File: config.mk
export PLATFORM = sky130hd
export DESIGN_NAME = ureq_link_ctrl
export DESIGN_NICKNAME = d
export VERILOG_FILES = /design/src/ureq_pkg.sv /design/src/ureq_sync.sv /design/src/ureq_i2c_slave.sv /design/src/ureq_link_ctrl.sv
export SDC_FILE = /design/constraint.sdc
export NUM_CORES = 1
export LEC_CHECK = 0
export BUFFER_PORTS_ARGS = -buffer_cell sky130_fd_sc_hd__buf_4
export CELL_PAD_IN_SITES_DETAIL_PLACEMENT = 1
export CELL_PAD_IN_SITES_GLOBAL_PLACEMENT = 1
export CORE_MARGIN = 4
export CORE_UTILIZATION = 43
export DETAILED_ROUTE_END_ITERATION = 7
export PLACE_DENSITY = 0.84
export RECOVER_POWER = 50
export SETUP_SLACK_MARGIN = 0.02
export SLEW_MARGIN = 20
export SYNTH_ARGS = -nofsm -noshare
export SYNTH_HDL_FRONTEND = slang
export SYNTH_SLANG_ARGS = --single-unit
File: constraint.sdc
create_clock -name core_clk -period 2.34 [get_ports core_clk]
set_input_delay 0.351 -clock core_clk [delete_from_list [all_inputs] [get_ports core_clk]]
set_output_delay 0.351 -clock core_clk [all_outputs]
set_load 0.01 [all_outputs]
File: src/ureq_pkg.sv
// Shared constants and types for the USB redriver equalizer control bank.
package ureq_pkg;

  // ----------------------------------------------------------------------
  // Register map
  // ----------------------------------------------------------------------
  localparam logic [7:0] ADDR_GEN_CTRL = 8'h0A;
  localparam logic [7:0] ADDR_DS_EQ = 8'h20;
  localparam logic [7:0] ADDR_US_EQ = 8'h21;
  localparam logic [7:0] ADDR_LINK = 8'h22;

  localparam logic [7:0] RST_GEN_CTRL = 8'h00;
  localparam logic [7:0] RST_DS_EQ = 8'h00;
  localparam logic [3:0] RST_US_EQ = 4'h0;
  localparam logic [7:0] RST_LINK = 8'h00;

  // ----------------------------------------------------------------------
  // Field layout
  // ----------------------------------------------------------------------
  localparam int EQ_W = 4;
  localparam int OVR_BIT = 4;
  localparam int CM_BIT = 7;
  localparam int LFPS_APPLY_EQUALIZER_BIT = 6;
  localparam int DEB_BIT = 5;
  localparam int DET_OFF_BIT = 4;
  localparam int INTV_LSB = 2;
  localparam int CMP_LSB = 0;

  localparam logic [1:0] CMP_FSM = 2'h0;
  localparam logic [1:0] CMP_DFP = 2'h1;
  localparam logic [1:0] CMP_UFP = 2'h2;
  localparam logic [1:0] CMP_OFF = 2'h3;
  localparam logic [1:0] INTV_8MS = 2'h0;
  localparam logic [1:0] INTV_12MS = 2'h1;

  // ----------------------------------------------------------------------
  // Timing at the 10 MHz core clock
  // ----------------------------------------------------------------------
  localparam int CLK_HZ = 10_000_000;
  localparam int DEB_US = 200;
  localparam int DEB_CYC = (DEB_US * (CLK_HZ / 1000) + 999) / 1000;
  localparam int DEB_W = 12;
  localparam logic [DEB_W-1:0] DEB_CNT = DEB_W'(DEB_CYC);
  localparam int DET8_MS = 8;
  localparam int DET12_MS = 12;
  localparam int DET8_CYC = DET8_MS * (CLK_HZ / 1000);
  localparam int DET12_CYC = DET12_MS * (CLK_HZ / 1000);

  // ----------------------------------------------------------------------
  // Carriers
  // ----------------------------------------------------------------------
  typedef struct packed {
    logic wr;
    logic [7:0] addr;
    logic [7:0] data;
  } ureq_reg_req_t;

  typedef struct packed {
    logic [EQ_W-1:0] rx2;
    logic [EQ_W-1:0] rx1;
    logic [EQ_W-1:0] up;
  } ureq_eq_set_t;

endpackage

File: src/ureq_sync.sv
// Three-stage pin synchroniser that accepts a change once stages agree.
`timescale 1ns/1ps
`default_nettype none
module ureq_sync #(
  parameter int W = 1
) (
  // Clock and reset
  input wire logic core_clk,
  input wire logic resetn,
  // Data
  input wire logic [W-1:0] d,
  output logic [W-1:0] q
);

  logic [W-1:0] s1;
  logic [W-1:0] s2;
  logic [W-1:0] s3;

  // The agreement check filters single-cycle disagreement on
  // slow multi-level strap inputs.
  always_ff @(posedge core_clk) begin
    if (!resetn) begin
      s1 <= '0;
      s2 <= '0;
      s3 <= '0;
      q <= '0;
    end else begin
      s1 <= d;
      s2 <= s1;
      s3 <= s2;
      if (s2 == s3) begin
        q <= s3;
      end
    end
  end

endmodule
`default_nettype wire

File: src/ureq_i2c_slave.sv
// I2C target that turns bus transfers into register reads and writes.
`timescale 1ns/1ps
`default_nettype none
module ureq_i2c_slave #(
  parameter logic [6:0] DEV_ADDR = 7'h12
) (
  // Clock and reset
  input wire logic core_clk,
  input wire logic resetn,
  // Bus pins
  input wire logic scl_in,
  input wire logic sda_in,
  output logic sda_oe,
  // Register side
  output ureq_pkg::ureq_reg_req_t req,
  output logic [7:0] rd_addr,
  input wire logic [7:0] rd_data
);

  typedef enum logic [2:0] {S_IDLE, S_RX, S_ACK, S_TX, S_RACK} ureq_i2c_st_t;
  localparam logic [1:0] PH_ADDR = 2'h0;
  localparam logic [1:0] PH_PTR = 2'h1;
  localparam logic [1:0] PH_DATA = 2'h2;
  localparam logic [3:0] BITS = 4'h8;

  ureq_i2c_st_t state;
  logic [1:0] pins;
  logic [1:0] prev;
  logic [3:0] cnt;
  logic [7:0] sh;
  logic [7:0] ptr;
  logic [1:0] phase;
  logic rw;

  ureq_sync #(.W(2)) u_sync (
    .core_clk(core_clk),
    .resetn(resetn),
    .d({scl_in, sda_in}),
    .q(pins)
  );

  wire scl = pins[1];
  wire sda = pins[0];
  wire start = scl & prev[1] & prev[0] & !sda;
  wire stop = scl & prev[1] & !prev[0] & sda;
  wire rise = scl & !prev[1];
  wire fall = !scl & prev[1];
  wire byte_end = fall & (cnt == BITS);

  assign rd_addr = ptr;

  // A repeated start keeps the pointer so a write of the pointer may be
  // followed by a read of the same register.
  always_ff @(posedge core_clk) begin
    if (!resetn) begin
      state <= S_IDLE;
      prev <= 2'h3;
      cnt <= 4'h0;
      sh <= 8'h00;
      ptr <= 8'h00;
      phase <= PH_ADDR;
      rw <= 1'h0;
      sda_oe <= 1'h0;
      req <= '0;
    end else begin
      prev <= pins;
      req.wr <= 1'h0;
      if (start) begin
        state <= S_RX;
        cnt <= 4'h0;
        phase <= PH_ADDR;
        sda_oe <= 1'h0;
      end else if (stop) begin
        state <= S_IDLE;
        sda_oe <= 1'h0;
      end else begin
        case (state)
          S_RX: begin
            if (rise) begin
              sh <= {sh[6:0], sda};
              cnt <= cnt + 4'h1;
            end else if (byte_end) begin
              if (phase != PH_ADDR || sh[7:1] == DEV_ADDR) begin
                sda_oe <= 1'h1;
                state <= S_ACK;
              end else begin
                state <= S_IDLE;
              end
              if (phase == PH_ADDR) begin
                rw <= sh[0];
              end
              if (phase == PH_PTR) begin
                ptr <= sh;
              end
              if (phase == PH_DATA) begin
                req.wr <= 1'h1;
                req.addr <= ptr;
                req.data <= sh;
                ptr <= ptr + 8'h01;
              end
            end
          end
          S_ACK: begin
            if (fall) begin
              cnt <= 4'h0;
              if (rw) begin
                sh <= rd_data;
                sda_oe <= ~rd_data[7];
                state <= S_TX;
              end else begin
                sda_oe <= 1'h0;
                state <= S_RX;
                phase <= (phase == PH_ADDR) ? PH_PTR : PH_DATA;
              end
            end
          end
          S_TX: begin
            if (rise) begin
              cnt <= cnt + 4'h1;
            end else if (byte_end) begin
              sda_oe <= 1'h0;
              ptr <= ptr + 8'h01;
              state <= S_RACK;
            end else if (fall) begin
              sh <= {sh[6:0], 1'h0};
              sda_oe <= ~sh[6];
            end
          end
          S_RACK: begin
            if (rise && sda) begin
              state <= S_IDLE;
            end else if (fall) begin
              cnt <= 4'h0;
              sh <= rd_data;
              sda_oe <= ~rd_data[7];
              state <= S_TX;
            end
          end
          default: state <= S_IDLE;
        endcase
      end
    end
  end

endmodule
`default_nettype wire

File: src/ureq_link_ctrl.sv
// Equalizer, LFPS, receiver detect and compliance control bank.
//
// Behaviour
// - Override clear: downstream fields show strap values.
// - Override set: written downstream levels are applied.
// - Override clear: upstream field shows strap value.
// - Override set: written upstream level is applied.
// - Status bit shows compliance mode, zero after reset.
// - LFPS bit zero forces equalizer zero during LFPS.
// - Debounce bit demands 200us LFPS before exit.
// - Detect-off bit suppresses receiver detect in U2/U3.
// - Interval code picks 8 ms or 12 ms detect.
// - Codes 01/10/11 force downstream, upstream, disable.
// - Code 00 lets link state machine decide.
// - Upstream and link registers reset to zero.
// - Sixteen levels, four-bit code per receiver.
`timescale 1ns/1ps
`default_nettype none
module ureq_link_ctrl #(
  parameter logic [6:0] DEV_ADDR = 7'h12,
  parameter int DET8_CYC = ureq_pkg::DET8_CYC,
  parameter int DET12_CYC = ureq_pkg::DET12_CYC
) (
  // Clock and reset
  input wire logic core_clk,
  input wire logic resetn,
  // I2C pins
  input wire logic scl_in,
  input wire logic sda_in,
  output logic sda_out,
  output logic sda_oe,
  // Strap pins, two four-level pins each
  input wire logic [3:0] downstream_equalizer_straps,
  input wire logic [3:0] upstream_equalizer_straps,
  // Link events
  input wire logic lfps_detect,
  input wire logic link_in_low_power,
  input wire logic fsm_compliance_dfp,
  input wire logic fsm_compliance_ufp,
  // Link controls
  output ureq_pkg::ureq_eq_set_t eq_applied,
  output logic low_power_exit,
  output logic rx_detect_start,
  output logic compliance_dfp,
  output logic compliance_ufp,
  output logic compliance_active_flag
);

  localparam int TW = $clog2(DET12_CYC + 1);
  localparam logic [TW-1:0] LAST8 = TW'(DET8_CYC - 1);
  localparam logic [TW-1:0] LAST12 = TW'(DET12_CYC - 1);
  localparam int EW = ureq_pkg::EQ_W;

  // ----------------------------------------------------------------------
  // Register access and pin sampling
  // ----------------------------------------------------------------------
  ureq_pkg::ureq_reg_req_t req;
  logic [7:0] rd_addr;
  logic [7:0] rd_data;
  logic [3:0] ds_strap;
  logic [3:0] us_strap;
  logic lfps;

  ureq_i2c_slave #(.DEV_ADDR(DEV_ADDR)) u_i2c (
    .core_clk(core_clk),
    .resetn(resetn),
    .scl_in(scl_in),
    .sda_in(sda_in),
    .sda_oe(sda_oe),
    .req(req),
    .rd_addr(rd_addr),
    .rd_data(rd_data)
  );

  ureq_sync #(.W(9)) u_pins (
    .core_clk(core_clk),
    .resetn(resetn),
    .d({lfps_detect, downstream_equalizer_straps,
        upstream_equalizer_straps}),
    .q({lfps, ds_strap, us_strap})
  );

  assign sda_out = 1'h0;

  // ----------------------------------------------------------------------
  // Register bank
  // ----------------------------------------------------------------------
  logic equalizer_software_override;
  logic [EW-1:0] rx2_level_select;
  logic [EW-1:0] rx1_level_select;
  logic [EW-1:0] upstream_rx_level_select;
  logic lfps_apply_equalizer;
  logic low_power_exit_debounce;
  logic low_power_detect_off;
  logic [1:0] downstream_detect_interval;
  logic [1:0] compliance_mode_select;

  wire wr_gen = req.wr && req.addr == ureq_pkg::ADDR_GEN_CTRL;
  wire wr_ds = req.wr && req.addr == ureq_pkg::ADDR_DS_EQ;
  wire wr_us = req.wr && req.addr == ureq_pkg::ADDR_US_EQ;
  wire wr_link = req.wr && req.addr == ureq_pkg::ADDR_LINK;

  // Fields track the straps while the override is clear, so setting the
  // override keeps the level in force until software writes a new one.
  wire [7:0] next_ds = !equalizer_software_override ? {ds_strap, ds_strap}
                     : wr_ds ? req.data
                     : {rx2_level_select, rx1_level_select};
  wire [EW-1:0] next_us = !equalizer_software_override ? us_strap
                        : wr_us ? req.data[EW-1:0]
                        : upstream_rx_level_select;

  always_ff @(posedge core_clk) begin
    if (!resetn) begin
      equalizer_software_override <= ureq_pkg::RST_GEN_CTRL[ureq_pkg::OVR_BIT];
      {rx2_level_select, rx1_level_select} <= ureq_pkg::RST_DS_EQ;
      upstream_rx_level_select <= ureq_pkg::RST_US_EQ;
      {lfps_apply_equalizer, low_power_exit_debounce, low_power_detect_off,
       downstream_detect_interval, compliance_mode_select}
        <= ureq_pkg::RST_LINK[6:0];
    end else begin
      {rx2_level_select, rx1_level_select} <= next_ds;
      upstream_rx_level_select <= next_us;
      if (wr_gen) begin
        equalizer_software_override <= req.data[ureq_pkg::OVR_BIT];
      end
      if (wr_link) begin
        lfps_apply_equalizer <= req.data[ureq_pkg::LFPS_APPLY_EQUALIZER_BIT];
        low_power_exit_debounce <= req.data[ureq_pkg::DEB_BIT];
        low_power_detect_off <= req.data[ureq_pkg::DET_OFF_BIT];
        downstream_detect_interval <= req.data[ureq_pkg::INTV_LSB +: 2];
        compliance_mode_select <= req.data[ureq_pkg::CMP_LSB +: 2];
      end
    end
  end

  // Unmapped offsets and reserved bits read as zero.
  function automatic logic [7:0] read_reg(input logic [7:0] a);
    logic [7:0] v;
    v = 8'h00;
    case (a)
      ureq_pkg::ADDR_GEN_CTRL: v[ureq_pkg::OVR_BIT] =
        equalizer_software_override;
      ureq_pkg::ADDR_DS_EQ: v = {rx2_level_select, rx1_level_select};
      ureq_pkg::ADDR_US_EQ: v[EW-1:0] = upstream_rx_level_select;
      ureq_pkg::ADDR_LINK: v = {compliance_active_flag, lfps_apply_equalizer,
        low_power_exit_debounce, low_power_detect_off,
        downstream_detect_interval, compliance_mode_select};
      default: v = 8'h00;
    endcase
    return v;
  endfunction

  // A process rather than a continuous assignment, so that the read value
  // follows a register that changes while the pointer stays put.
  always_comb begin
    rd_data = read_reg(rd_addr);
  end

  // ----------------------------------------------------------------------
  // Equalizer application
  // ----------------------------------------------------------------------
  ureq_pkg::ureq_eq_set_t sel;
  assign sel = {rx2_level_select, rx1_level_select,
                upstream_rx_level_select};
  wire lfps_zero = lfps && !lfps_apply_equalizer;

  always_ff @(posedge core_clk) begin
    if (!resetn) begin
      eq_applied <= '0;
    end else begin
      eq_applied <= lfps_zero ? '0 : sel;
    end
  end

  // ----------------------------------------------------------------------
  // LFPS exit from U2/U3
  // ----------------------------------------------------------------------
  logic [ureq_pkg::DEB_W-1:0] lfps_cnt;
  logic exit_sent;
  wire lfps_lp = lfps && link_in_low_power;
  wire deb_met = lfps_cnt >= ureq_pkg::DEB_CNT;
  wire exit_ok = lfps_lp && !exit_sent
                 && (!low_power_exit_debounce || deb_met);

  // One exit request per LFPS burst; the burst must drop before another.
  always_ff @(posedge core_clk) begin
    if (!resetn) begin
      lfps_cnt <= '0;
      exit_sent <= 1'h0;
      low_power_exit <= 1'h0;
    end else begin
      if (!lfps_lp) begin
        lfps_cnt <= '0;
      end else if (!deb_met) begin
        lfps_cnt <= lfps_cnt + 1'h1;
      end
      exit_sent <= lfps_lp && (exit_sent || exit_ok);
      low_power_exit <= exit_ok;
    end
  end

  // ----------------------------------------------------------------------
  // Receiver detect timer
  // ----------------------------------------------------------------------
  logic [TW-1:0] det_cnt;
  // Reserved interval codes fall back to the shorter interval.
  wire [TW-1:0] det_last =
    (downstream_detect_interval == ureq_pkg::INTV_12MS) ? LAST12
                                                        : LAST8;
  // A new interval code restarts the count, so a count already past the
  // new end never cuts the first interval short.
  wire intv_new = wr_link
    && req.data[ureq_pkg::INTV_LSB +: 2] != downstream_detect_interval;
  wire det_wrap = det_cnt >= det_last;
  wire det_mute = link_in_low_power && low_power_detect_off;

  always_ff @(posedge core_clk) begin
    if (!resetn) begin
      det_cnt <= '0;
      rx_detect_start <= 1'h0;
    end else begin
      det_cnt <= (det_wrap || intv_new) ? '0 : det_cnt + 1'h1;
      rx_detect_start <= det_wrap && !det_mute;
    end
  end

  // ----------------------------------------------------------------------
  // Compliance mode
  // ----------------------------------------------------------------------
  wire next_dfp = compliance_mode_select == ureq_pkg::CMP_DFP
    || (compliance_mode_select == ureq_pkg::CMP_FSM
        && fsm_compliance_dfp);
  wire next_ufp = compliance_mode_select == ureq_pkg::CMP_UFP
    || (compliance_mode_select == ureq_pkg::CMP_FSM
        && fsm_compliance_ufp);

  always_ff @(posedge core_clk) begin
    if (!resetn) begin
      compliance_dfp <= 1'h0;
      compliance_ufp <= 1'h0;
      compliance_active_flag <= 1'h0;
    end else begin
      compliance_dfp <= next_dfp;
      compliance_ufp <= next_ufp;
      compliance_active_flag <= next_dfp || next_ufp;
    end
  end
endmodule
`default_nettype wire

==> tab_implementation.tex, run 1 <==
\begin{tabular}{lr}
\hline
Metric & Value \\
\hline
\multicolumn{2}{l}{\textbf{Synth}} \\
\quad Dominant cell by count in the synthesized netlist & sky130\_fd\_sc\_hd\_\_dfxtp\_1 \\
\quad Top cells by area in the synthesized netlist & sky130\_fd\_sc\_hd\_\_dfxtp\_1 (47\%), sky130\_fd\_sc\_hd\_\_mux2i\_1 (8.2\%), sky130\_fd\_sc\_hd\_\_nor2\_1 (4.9\%), sky130\_fd\_sc\_hd\_\_and2\_1 (4.7\%), sky130\_fd\_sc\_hd\_\_xor2\_1 (3.7\%) \\
\quad Syn. warnings & 0 \\
\quad Sequential share of the synthesized area & 0.4683 \\
\quad Number of distinct library cells after synthesis & 62 \\
\quad Average size of a mapped cell & a little over 9 um\^{}2 \\
\quad Mapped Area & 0.006711 mm\^{}2 \\
\quad Synth area leader & sky130\_fd\_sc\_hd\_\_dfxtp\_1 \\
\quad Dominant synthesized flop cell & sky130\_fd\_sc\_hd\_\_dfxtp\_1 \\
\quad Syn nets & roughly 750 \\
\quad Top cells by instance count after synthesis & sky130\_fd\_sc\_hd\_\_dfxtp\_1 (157), sky130\_fd\_sc\_hd\_\_nor2\_1 (88), sky130\_fd\_sc\_hd\_\_mux2i\_1 (55), sky130\_fd\_sc\_hd\_\_and2\_1 (50), sky130\_fd\_sc\_hd\_\_nand2\_1 (41) \\
\quad Gate count of the mapped netlist & between 700 and 800 \\
\quad Synth async-reset ratio & 0 \\
\quad \#FFs+latches synth & 157 \\
\quad Post-synth top area share & 0.4683 \\
\quad Count of flip-flops with a built-in enable after synthesis & 0 \\
\multicolumn{2}{l}{\textbf{GRT}} \\
\quad GR Util All Layers & 0.2043 \\
\quad Global-route wire length before repair & between 20000 and 30000 um \\
\quad Via count of the first global-routing pass & between 5000 and 6000 \\
\quad Global-route congestion overflow total & 0 \\
\quad Maximum number of pins on one net before global-route repair & 50 \\
\quad Initial antenna violation count & 0 \\
\multicolumn{2}{l}{\textbf{Worst setup path}} \\
\quad Critical Path, Cell by Cell & buf\_4, inv\_1, nor4\_1, and3\_1, a2111o\_1, mux2i\_1 \\
\quad Worst Setup End Kind & flop \\
\quad R2R Path End & u\_i2c.sh[2] \\
\quad Startpoint of the lowest-slack register-to-register path & u\_i2c.state[1] \\
\quad CP startpoint kind & flop \\
\quad Arrival time at the worst endpoint & roughly 2.5 ns \\
\quad Required time of the worst setup path & between 2 and 3 ns \\
\quad CP max FO & 10 \\
\quad Slowest stage cell on the critical path & sky130\_fd\_sc\_hd\_\_a2111o\_1 \\
\quad Critical path class & flop to flop \\
\quad Slack of the worst reg-to-reg path & 0.16 ns \\
\quad Stage delay of the slowest cell on the critical path & roughly 0.49 ns \\
\quad Cell count of the worst reg-to-reg path & 6 \\
\multicolumn{2}{l}{\textbf{Clock network}} \\
\quad Worst-Skew Late Latency & 0.43 ns \\
\quad TritonCTS clock tree & done \\
\quad Clk buf depth & 2 \\
\quad Root Buffer & sky130\_fd\_sc\_hd\_\_clkbuf\_16 \\
\quad Clock-pin slew of the registers on the worst-case setup and hold paths & 0.07 ns \\
\quad Count of clock tree sinks & 157 \\
\quad Post-CTS Setup Bufs & 0 \\
\quad H-tree depth & 4 \\
\quad Clock buffers created by TritonCTS & 17 \\
\quad Quantity of hold-fixing buffers added after cts & 0 \\
\multicolumn{2}{l}{\textbf{STA}} \\
\quad Unrepaired setup endpoints after global routing & false \\
\quad Worst-case headroom to the max-slew limit & 0.3243 \\
\quad Maximum clock skew at final layout & around 0.014 ns \\
\quad Post-route worst hold slack & 0.1282 ns \\
\quad Setup TNS & 0 ns \\
\quad Number of setup violations in the final report & 0 \\
\quad Final critical-path share of the clock period & 0.9297 \\
\quad Worst slew pin tran & slightly above 1 ns \\
\quad Total count of hold-check failures in the final report & 0 \\
\quad Min Tclk post-route & $\sim$2.2 ns \\
\quad Max Slew Vio Count & 0 \\
\quad Peak clock frequency supported by timing & 0.4596 GHz \\
\multicolumn{2}{l}{\textbf{Cells and area}} \\
\quad Number of nets in the layout & roughly 800 \\
\quad Share of the core filled with cells & 0.5045 \\
\quad Inserted Diodes & 0 \\
\quad Layout area overhead & 14.69\% \\
\quad Final instance area & slightly below 0.008 mm\^{}2 \\
\quad Share of layout cells above drive strength 1 & 0.1088 \\
\multicolumn{2}{l}{\textbf{Floorplanning}} \\
\quad Die outline width & approximately 130 um \\
\quad Row count & 45 \\
\quad Die boundary height & $\sim$130 um \\
\quad Die area & 0.01767 mm\^{}2 \\
\quad Starting Density & 0.4399 \\
\quad Core region area & between 0.015 and 0.02 mm\^{}2 \\
\quad I/O pin count & 35 \\
\multicolumn{2}{l}{\textbf{Power}} \\
\quad Int Pwr & between 4 and 5 mW \\
\quad Fraction of power consumed by sequential logic & 0.494 \\
\quad Part of the power in the clock network & 0.468 \\
\quad Peak VDD IR & approximately 0.51 mV \\
\quad Sw Ratio & 0.2452 \\
\quad Switching pwr & 1.363 mW \\
\quad Comb power frac & 0.039 \\
\quad Leakage power of the design & 2.948 nW \\
\quad PwrDens & 722.4 mW/mm\^{}2 \\
\multicolumn{2}{l}{\textbf{Drt}} \\
\quad Final antenna-violating net count & 0 \\
\quad Violation count after the first detailed-routing iteration & 292 \\
\quad First-pass DRT Iterations & 4 \\
\quad DRC Markers & 0 \\
\quad Post-DR vias/cell & $\sim$5.5 \\
\quad Vias post-DR & between 5000 and 6000 \\
\quad Average wire per standard cell & 18.05 um \\
\quad Total detailed-routing wirelength & 17750 um \\
\multicolumn{2}{l}{\textbf{Run}} \\
\quad Count of max-cap constraint violations & 0 \\
\multicolumn{2}{l}{\textbf{Placement}} \\
\quad \# port buffers & 33 \\
\quad Placed cell area & slightly above 0.007 mm\^{}2 \\
\quad Final GP Congestion & a little under 0.9 \\
\quad Post-DP HPWL & between 10000 and 15000 um \\
\multicolumn{2}{l}{\textbf{Worst hold path}} \\
\quad Min-Delay Endpoint & u\_pins.s1[5] \\
\quad Hold Crit Depth & 2 \\
\quad Hold Path Origin & downstream\_equalizer\_straps[1] \\
\quad Hold Crit Class & input pin to flop \\
\multicolumn{2}{l}{\textbf{Run status}} \\
\quad Result of the run & finished, final reports clean \\
\hline
\end{tabular}
sequential cells by signal, indices dropped and copies added, names as in the netlist, 8 cells and up:
| signal | cells |
|---|---|
| det_cnt | 17 |
| u_i2c.req | 17 |
| eq_applied | 12 |
| lfps_cnt | 12 |
| u_pins.q | 9 |
| u_pins.s1 | 9 |
| u_pins.s2 | 9 |
| u_pins.s3 | 9 |
| u_i2c.rd_addr | 8 |
| u_i2c.sh | 8 |
power by group through the flow:
stage / Clock (mW) / Sequential (mW) / Combinational [mW]
2_1_floorplan: 0 / 2.79 / 0.149
3_3_place_gp: 0 / 2.80 / 0.208
3_5_place_dp: 0 / 2.80 / 0.218
4_1_cts: 2.65 / 2.74 / 0.224
5_1_grt: 2.79 / 2.75 / 0.236
6_report: 2.60 / 2.74 / 0.215
worst max-delay path: cells and delay by family, from the launching register on:
family | cells | cell delay [ns]
and+or+nand+nor | 2 | 0.68
AOI/OAI and AO/OA | 1 | 0.49
buffers and inverters | 2 | 0.27
DFF | 1 | 0.35
muxes | 1 | 0.29
metal layers:
layer | vias to the layer above | GRT usage | share of wire
met4 | 0 | 0.07621 | 0.023
met5 | - | 0 | 0
li1 | 2571 | - | -
met1 | 2657 | 0.2316 | 0.41
met3 | 36 | 0.05475 | 0.041
met2 | 120 | 0.3660 | 0.53
how the worst max path moves through the flow:
| stage | from | endpoint | slack, ns | cells after the start |
|---|---|---|---|---|
| floorplan | downstream_detect_interval[0] | det_cnt[8] | 0.14 | 10 |
| global placement | downstream_detect_interval[1] | det_cnt[3] | 0.18 | 9 |
| detailed placement | downstream_detect_interval[1] | det_cnt[9] | -0.01 | 9 |
| CTS | downstream_detect_interval[1] | det_cnt[7] | 0.05 | 9 |
| global route | downstream_detect_interval[0] | det_cnt[6] | 0.02 | 9 |
| finish | u_i2c.state[1] | u_i2c.sh[2] | 0.16 | 6 |
placed cells by master (no fill, tap or decap), drive strengths merged, types with 4 or more instances in the layout:
master and instances:
dfxtp 157, a21oi 34, nand2b 10, nand2 41, a31oi 5, buf 33, o21ai 27, nand4 9
a222oi 4, inv 26, nor3 12, nand3b 4, or3b 4, and2 50, a211oi 5, nor2 90
xor2 28, mux2i 55, clkinv 5, xnor2 15, a22o 7, clkbuf 41, nor4 5, a21o 7
nand3 16, and3 13, ha 11, nor2b 9
through the flow:
step,total power [mW],worst slack (ns),instances
6_report,5.560,0.1644,983
5_1_grt,5.778,0.02480,983
4_1_cts,5.619,0.05424,983
3_5_place_dp,3.021,-0.009530,951
3_3_place_gp,3.007,0.1781,951
2_1_floorplan,2.944,0.1410,724
kinds of logic after synthesis:
logic type      share of synthesized area
compound gates                     0.1171
xor+xnor                          0.05612
fa+ha+maj                         0.02051
buf+inv                           0.03766
flops                              0.4683
mux                               0.08203
other cells                     0.0005587
simple gates                       0.2178
layout make-up:
class                   count  area, um^2
clock buffers              18       429.2
clock inverters            14       120.1
fillers                  1765        7561
inverters                  17       63.81
multi-input cells         510        3336
flip-flops and latches    157        3144
well taps                 211       264.0
repair buffers             56       340.3
timing repair:
item / 4_1_cts / 5_1_grt
pin swaps: 0 / 1
hold endpoints to repair: 0 / 0
gates resized for setup: 1 / 6
endpoints found under the setup margin: 16 / 17
No activity file was read; power rests on OpenSTA's default activity.
==> run 2: changes to the inputs <==
--- a/config.mk
+++ b/config.mk
@@ -9,9 +9,9 @@
 export CELL_PAD_IN_SITES_DETAIL_PLACEMENT = 1
 export CELL_PAD_IN_SITES_GLOBAL_PLACEMENT = 1
 export CORE_MARGIN = 4
-export CORE_UTILIZATION = 43
+export CORE_UTILIZATION = 35
 export DETAILED_ROUTE_END_ITERATION = 7
-export PLACE_DENSITY = 0.84
+export PLACE_DENSITY = 0.72
 export RECOVER_POWER = 50
 export SETUP_SLACK_MARGIN = 0.02
 export SLEW_MARGIN = 20
==> run 2 against run 1 <==
Sequential share of layout area shrank 0.57 points. Utilization shrank 8.9 points. Combinational power shrank 4%. Final cell count grew 2.3%. Power grew 3.8%. First-iteration DRC count shrank 5.1%. Register-to-register slack is essentially flat. Wire length shrank 7.0%. Critical path depth grew 3. Highest routed layer unchanged.
==> tab_implementation.tex, run 2 (synthesis results as in run 1) <==
\begin{tabular}{lr}
\hline
Metric & Value \\
\hline
\multicolumn{2}{l}{\textbf{Run status}} \\
\quad Result of the run & finished, final reports clean (unchanged) \\
\multicolumn{2}{l}{\textbf{Power}} \\
\quad Peak VDD IR & 0.4073 mV (was 0.5059 mV) \\
\quad Power Total & 5.769 mW (was 5.560 mW) \\
\quad Leakage power of the design & 2.974 nW (was 2.948 nW) \\
\quad PwrDens & 739.1 mW/mm\^{}2 (was 722.4 mW/mm\^{}2) \\
\multicolumn{2}{l}{\textbf{Floorplanning}} \\
\quad I/O pin count & 35 (unchanged) \\
\quad Starting Density & 0.3576 (was 0.4399) \\
\quad Die boundary height & 146.5 um (was 132.9 um) \\
\quad Die outline width & 146.5 um (was 132.9 um) \\
\quad Row count & 50 (was 45) \\
\quad Die area & 0.02145 mm\^{}2 (was 0.01767 mm\^{}2) \\
\quad Core region area & 0.01877 mm\^{}2 (was 0.01526 mm\^{}2) \\
\multicolumn{2}{l}{\textbf{Worst setup path}} \\
\quad Slack of the worst reg-to-reg path & 0.16 ns (about the same) \\
\quad CP max FO & 16 (was 10) \\
\quad Startpoint of the lowest-slack register-to-register path & downstream\_detect\_interval[1] (was u\_i2c.state[1]) \\
\quad Arrival time at the worst endpoint & 2.55 ns (was 2.52 ns) \\
\quad Worst Setup End Kind & flop (unchanged) \\
\quad Critical path origin & downstream\_detect\_interval[1] (was u\_i2c.state[1]) \\
\quad CP startpoint kind & flop (unchanged) \\
\quad R2R Path End & det\_cnt[8] (was u\_i2c.sh[2]) \\
\quad Required time of the worst setup path & 2.71 ns (was 2.69 ns) \\
\quad Cell count of the worst reg-to-reg path & 9 (was 6) \\
\quad Critical path class & flop to flop (unchanged) \\
\quad Destination of the critical timing path & det\_cnt[8] (was u\_i2c.sh[2]) \\
\multicolumn{2}{l}{\textbf{GRT}} \\
\quad Global-route wire length before repair & 28000 um (was 29180 um) \\
\quad Maximum number of pins on one net before global-route repair & 34 (was 50) \\
\quad Via count of the first global-routing pass & 5639 (was 5833) \\
\quad GR Util All Layers & 0.1596 (was 0.2043) \\
\quad Global-route congestion overflow total & 0 (unchanged) \\
\quad Initial antenna violation count & 0 (unchanged) \\
\multicolumn{2}{l}{\textbf{STA}} \\
\quad Worst-case headroom to the max-slew limit & 0.3439 (was 0.3243) \\
\quad Peak clock frequency supported by timing & 0.4578 GHz (was 0.4596 GHz) \\
\quad Setup TNS & 0 ns (unchanged) \\
\quad Min Tclk post-route & 2.184 ns (was 2.176 ns) \\
\quad Number of setup violations in the final report & 0 (unchanged) \\
\quad Max Slew Vio Count & 0 (unchanged) \\
\quad Total count of hold-check failures in the final report & 0 (unchanged) \\
\quad Unrepaired setup endpoints after global routing & false (unchanged) \\
\quad Worst slew pin tran & 0.9841 ns (was 1.012 ns) \\
\quad Maximum clock skew at final layout & 0.009088 ns (was 0.01380 ns) \\
\quad Final critical-path share of the clock period & 0.9335 (was 0.9297) \\
\multicolumn{2}{l}{\textbf{Clock network}} \\
\quad H-tree depth & 4 (unchanged) \\
\quad Clock buffers created by TritonCTS & 17 (unchanged) \\
\quad Count of clock tree sinks & 157 (unchanged) \\
\quad Clock-pin slew of the registers on the worst-case setup and hold paths & 0.07 ns (about the same) \\
\quad TritonCTS clock tree & done (unchanged) \\
\quad Root Buffer & sky130\_fd\_sc\_hd\_\_clkbuf\_16 (unchanged) \\
\quad Worst-Skew Late Latency & 0.43 ns (about the same) \\
\quad Quantity of hold-fixing buffers added after cts & 0 (unchanged) \\
\quad Clk buf depth & 2 (unchanged) \\
\multicolumn{2}{l}{\textbf{Drt}} \\
\quad Post-DR vias/cell & 5.194 (was 5.477) \\
\quad Final antenna-violating net count & 0 (unchanged) \\
\quad DRC Markers & 0 (unchanged) \\
\quad Total detailed-routing wirelength & 16510 um (was 17750 um) \\
\quad Vias post-DR & 5225 (was 5384) \\
\quad Average wire per standard cell & 16.41 um (was 18.05 um) \\
\quad Violation count after the first detailed-routing iteration & 277 (was 292) \\
\quad First-pass DRT Iterations & 4 (unchanged) \\
\multicolumn{2}{l}{\textbf{Cells and area}} \\
\quad Count of filler cells inserted in the layout & 2155 (was 1765) \\
\quad Most used cells in the layout excluding fill and tap cells & sky130\_fd\_sc\_hd\_\_dfxtp\_1 (156), sky130\_fd\_sc\_hd\_\_nor2\_1 (88), sky130\_fd\_sc\_hd\_\_mux2i\_1 (55) (was sky130\_fd\_sc\_hd\_\_dfxtp\_1 (156), sky130\_fd\_sc\_hd\_\_nor2\_1 (86), sky130\_fd\_sc\_hd\_\_mux2i\_1 (55)) \\
\quad Area taken by flip-flops and latches & 0.003144 mm\^{}2 (unchanged) \\
\quad Layout area overhead & 16.31\% (was 14.69\%) \\
\quad Number of nets in the layout & 786 (unchanged) \\
\quad Inserted Diodes & 0 (unchanged) \\
\quad Most common library cell in the layout ignoring fill and taps & sky130\_fd\_sc\_hd\_\_dfxtp\_1 (unchanged) \\
\quad Share of layout cells above drive strength 1 & 0.1036 (was 0.1088) \\
\quad Largest registers & det\_cnt (17), u\_i2c.req (17) (unchanged) \\
\quad Multi-input gate area & 0.003323 mm\^{}2 (was 0.003336 mm\^{}2) \\
\multicolumn{2}{l}{\textbf{Worst hold path}} \\
\quad Hold Crit Class & input pin to flop (unchanged) \\
\multicolumn{2}{l}{\textbf{Placement}} \\
\quad Final GP Congestion & 0.8404 (was 0.8694) \\
\quad Post-DP HPWL & 11880 um (was 11920 um) \\
\quad \# port buffers & 33 (unchanged) \\
\multicolumn{2}{l}{\textbf{Run}} \\
\quad Count of max-cap constraint violations & 0 (unchanged) \\
\hline
\end{tabular}
==> run 2: cell types whose count changed in the layout (fill, tap and decap cells not counted), moves of 2 or more <==
cell	previous run	this run
sky130_fd_sc_hd__clkbuf_2	2	0
sky130_fd_sc_hd__inv_6	7	3
sky130_fd_sc_hd__clkinv_2	2	0
sky130_fd_sc_hd__and2_0	23	26
sky130_fd_sc_hd__and2_1	27	24
sky130_fd_sc_hd__buf_12	0	2
sky130_fd_sc_hd__clkinv_8	0	5
sky130_fd_sc_hd__nor2_2	4	2
sky130_fd_sc_hd__nor2_1	86	88
==> run 2: final cells by class <==
cell class,count,area share
inverters,17,0.008174
multi-input cells,510,0.4257
repair buffers,56,0.04600
clock inverters,15,0.02532
well taps,234,0.03751
clock buffers,17,0.05450
flip-flops and latches,157,0.4028
==> run 2: worst min path at each step <==
stage	startpoint	endpoint	cells after the start
after floorplan	exit_sent	low_power_exit	1
final	sda_in	u_i2c.u_sync.s1[0]	2
after global routing	upstream_equalizer_straps[2]	u_pins.s1[2]	2
after CTS	upstream_equalizer_straps[2]	u_pins.s1[2]	2
after global placement	exit_sent	low_power_exit	1
after detailed placement	u_i2c.u_sync.s1[0]	u_i2c.u_sync.s2[0]	1
==> run 2: worst max-delay path, stage by stage (launching register included) <==
cell and delay, ns:
sky130_fd_sc_hd__dfxtp_2 0.36, sky130_fd_sc_hd__nor2b_2 0.14, sky130_fd_sc_hd__inv_1 0.10, sky130_fd_sc_hd__ha_1 0.30
sky130_fd_sc_hd__nand3_1 0.12, sky130_fd_sc_hd__a211oi_1 0.09, sky130_fd_sc_hd__a221oi_2 0.31, sky130_fd_sc_hd__or3b_4 0.43
sky130_fd_sc_hd__buf_12 0.16, sky130_fd_sc_hd__nor2_1 0.10
==> run 2: routing by layer <==
metal,vias up,global-route usage,share of wire
met3,15,0.03880,0.028
li1,2577,-,-
met1,2575,0.1893,0.45
met5,-,0,0
met4,0,0.05362,0.011
met2,58,0.2825,0.52
==> run 2: per-stage QoR <==
stage	worst slack, ns	area (um^2)	instances	util	hold slack, ns
after detailed placement	0.02681	7253	973	0.3865	0.4214
after global placement	0.2312	7253	973	0.3865	0.4109
final	0.1555	7806	1006	0.4159	0.1226
after CTS	0.05247	7878	1005	0.4197	0.1048
after floorplan	0.1410	6711	724	-	0.3936
after global routing	0.02646	7806	1006	0.4159	0.09977
==> run 2: what timing repair did <==
item	CTS	global route
buffers inserted	0	1
pin swaps	0	1
gates resized for setup	1	3
setup endpoints to repair	17	17
==> run 2: report_power, final <==
part / total (mW) / internal (mW) / switching (mW)
Clock: 2.82 / 1.54 / 1.28
Combinational: 0.206 / 0.0905 / 0.116
Sequential: 2.75 / 2.71 / 0.0328
Total: 5.77 / 4.35 / 1.42
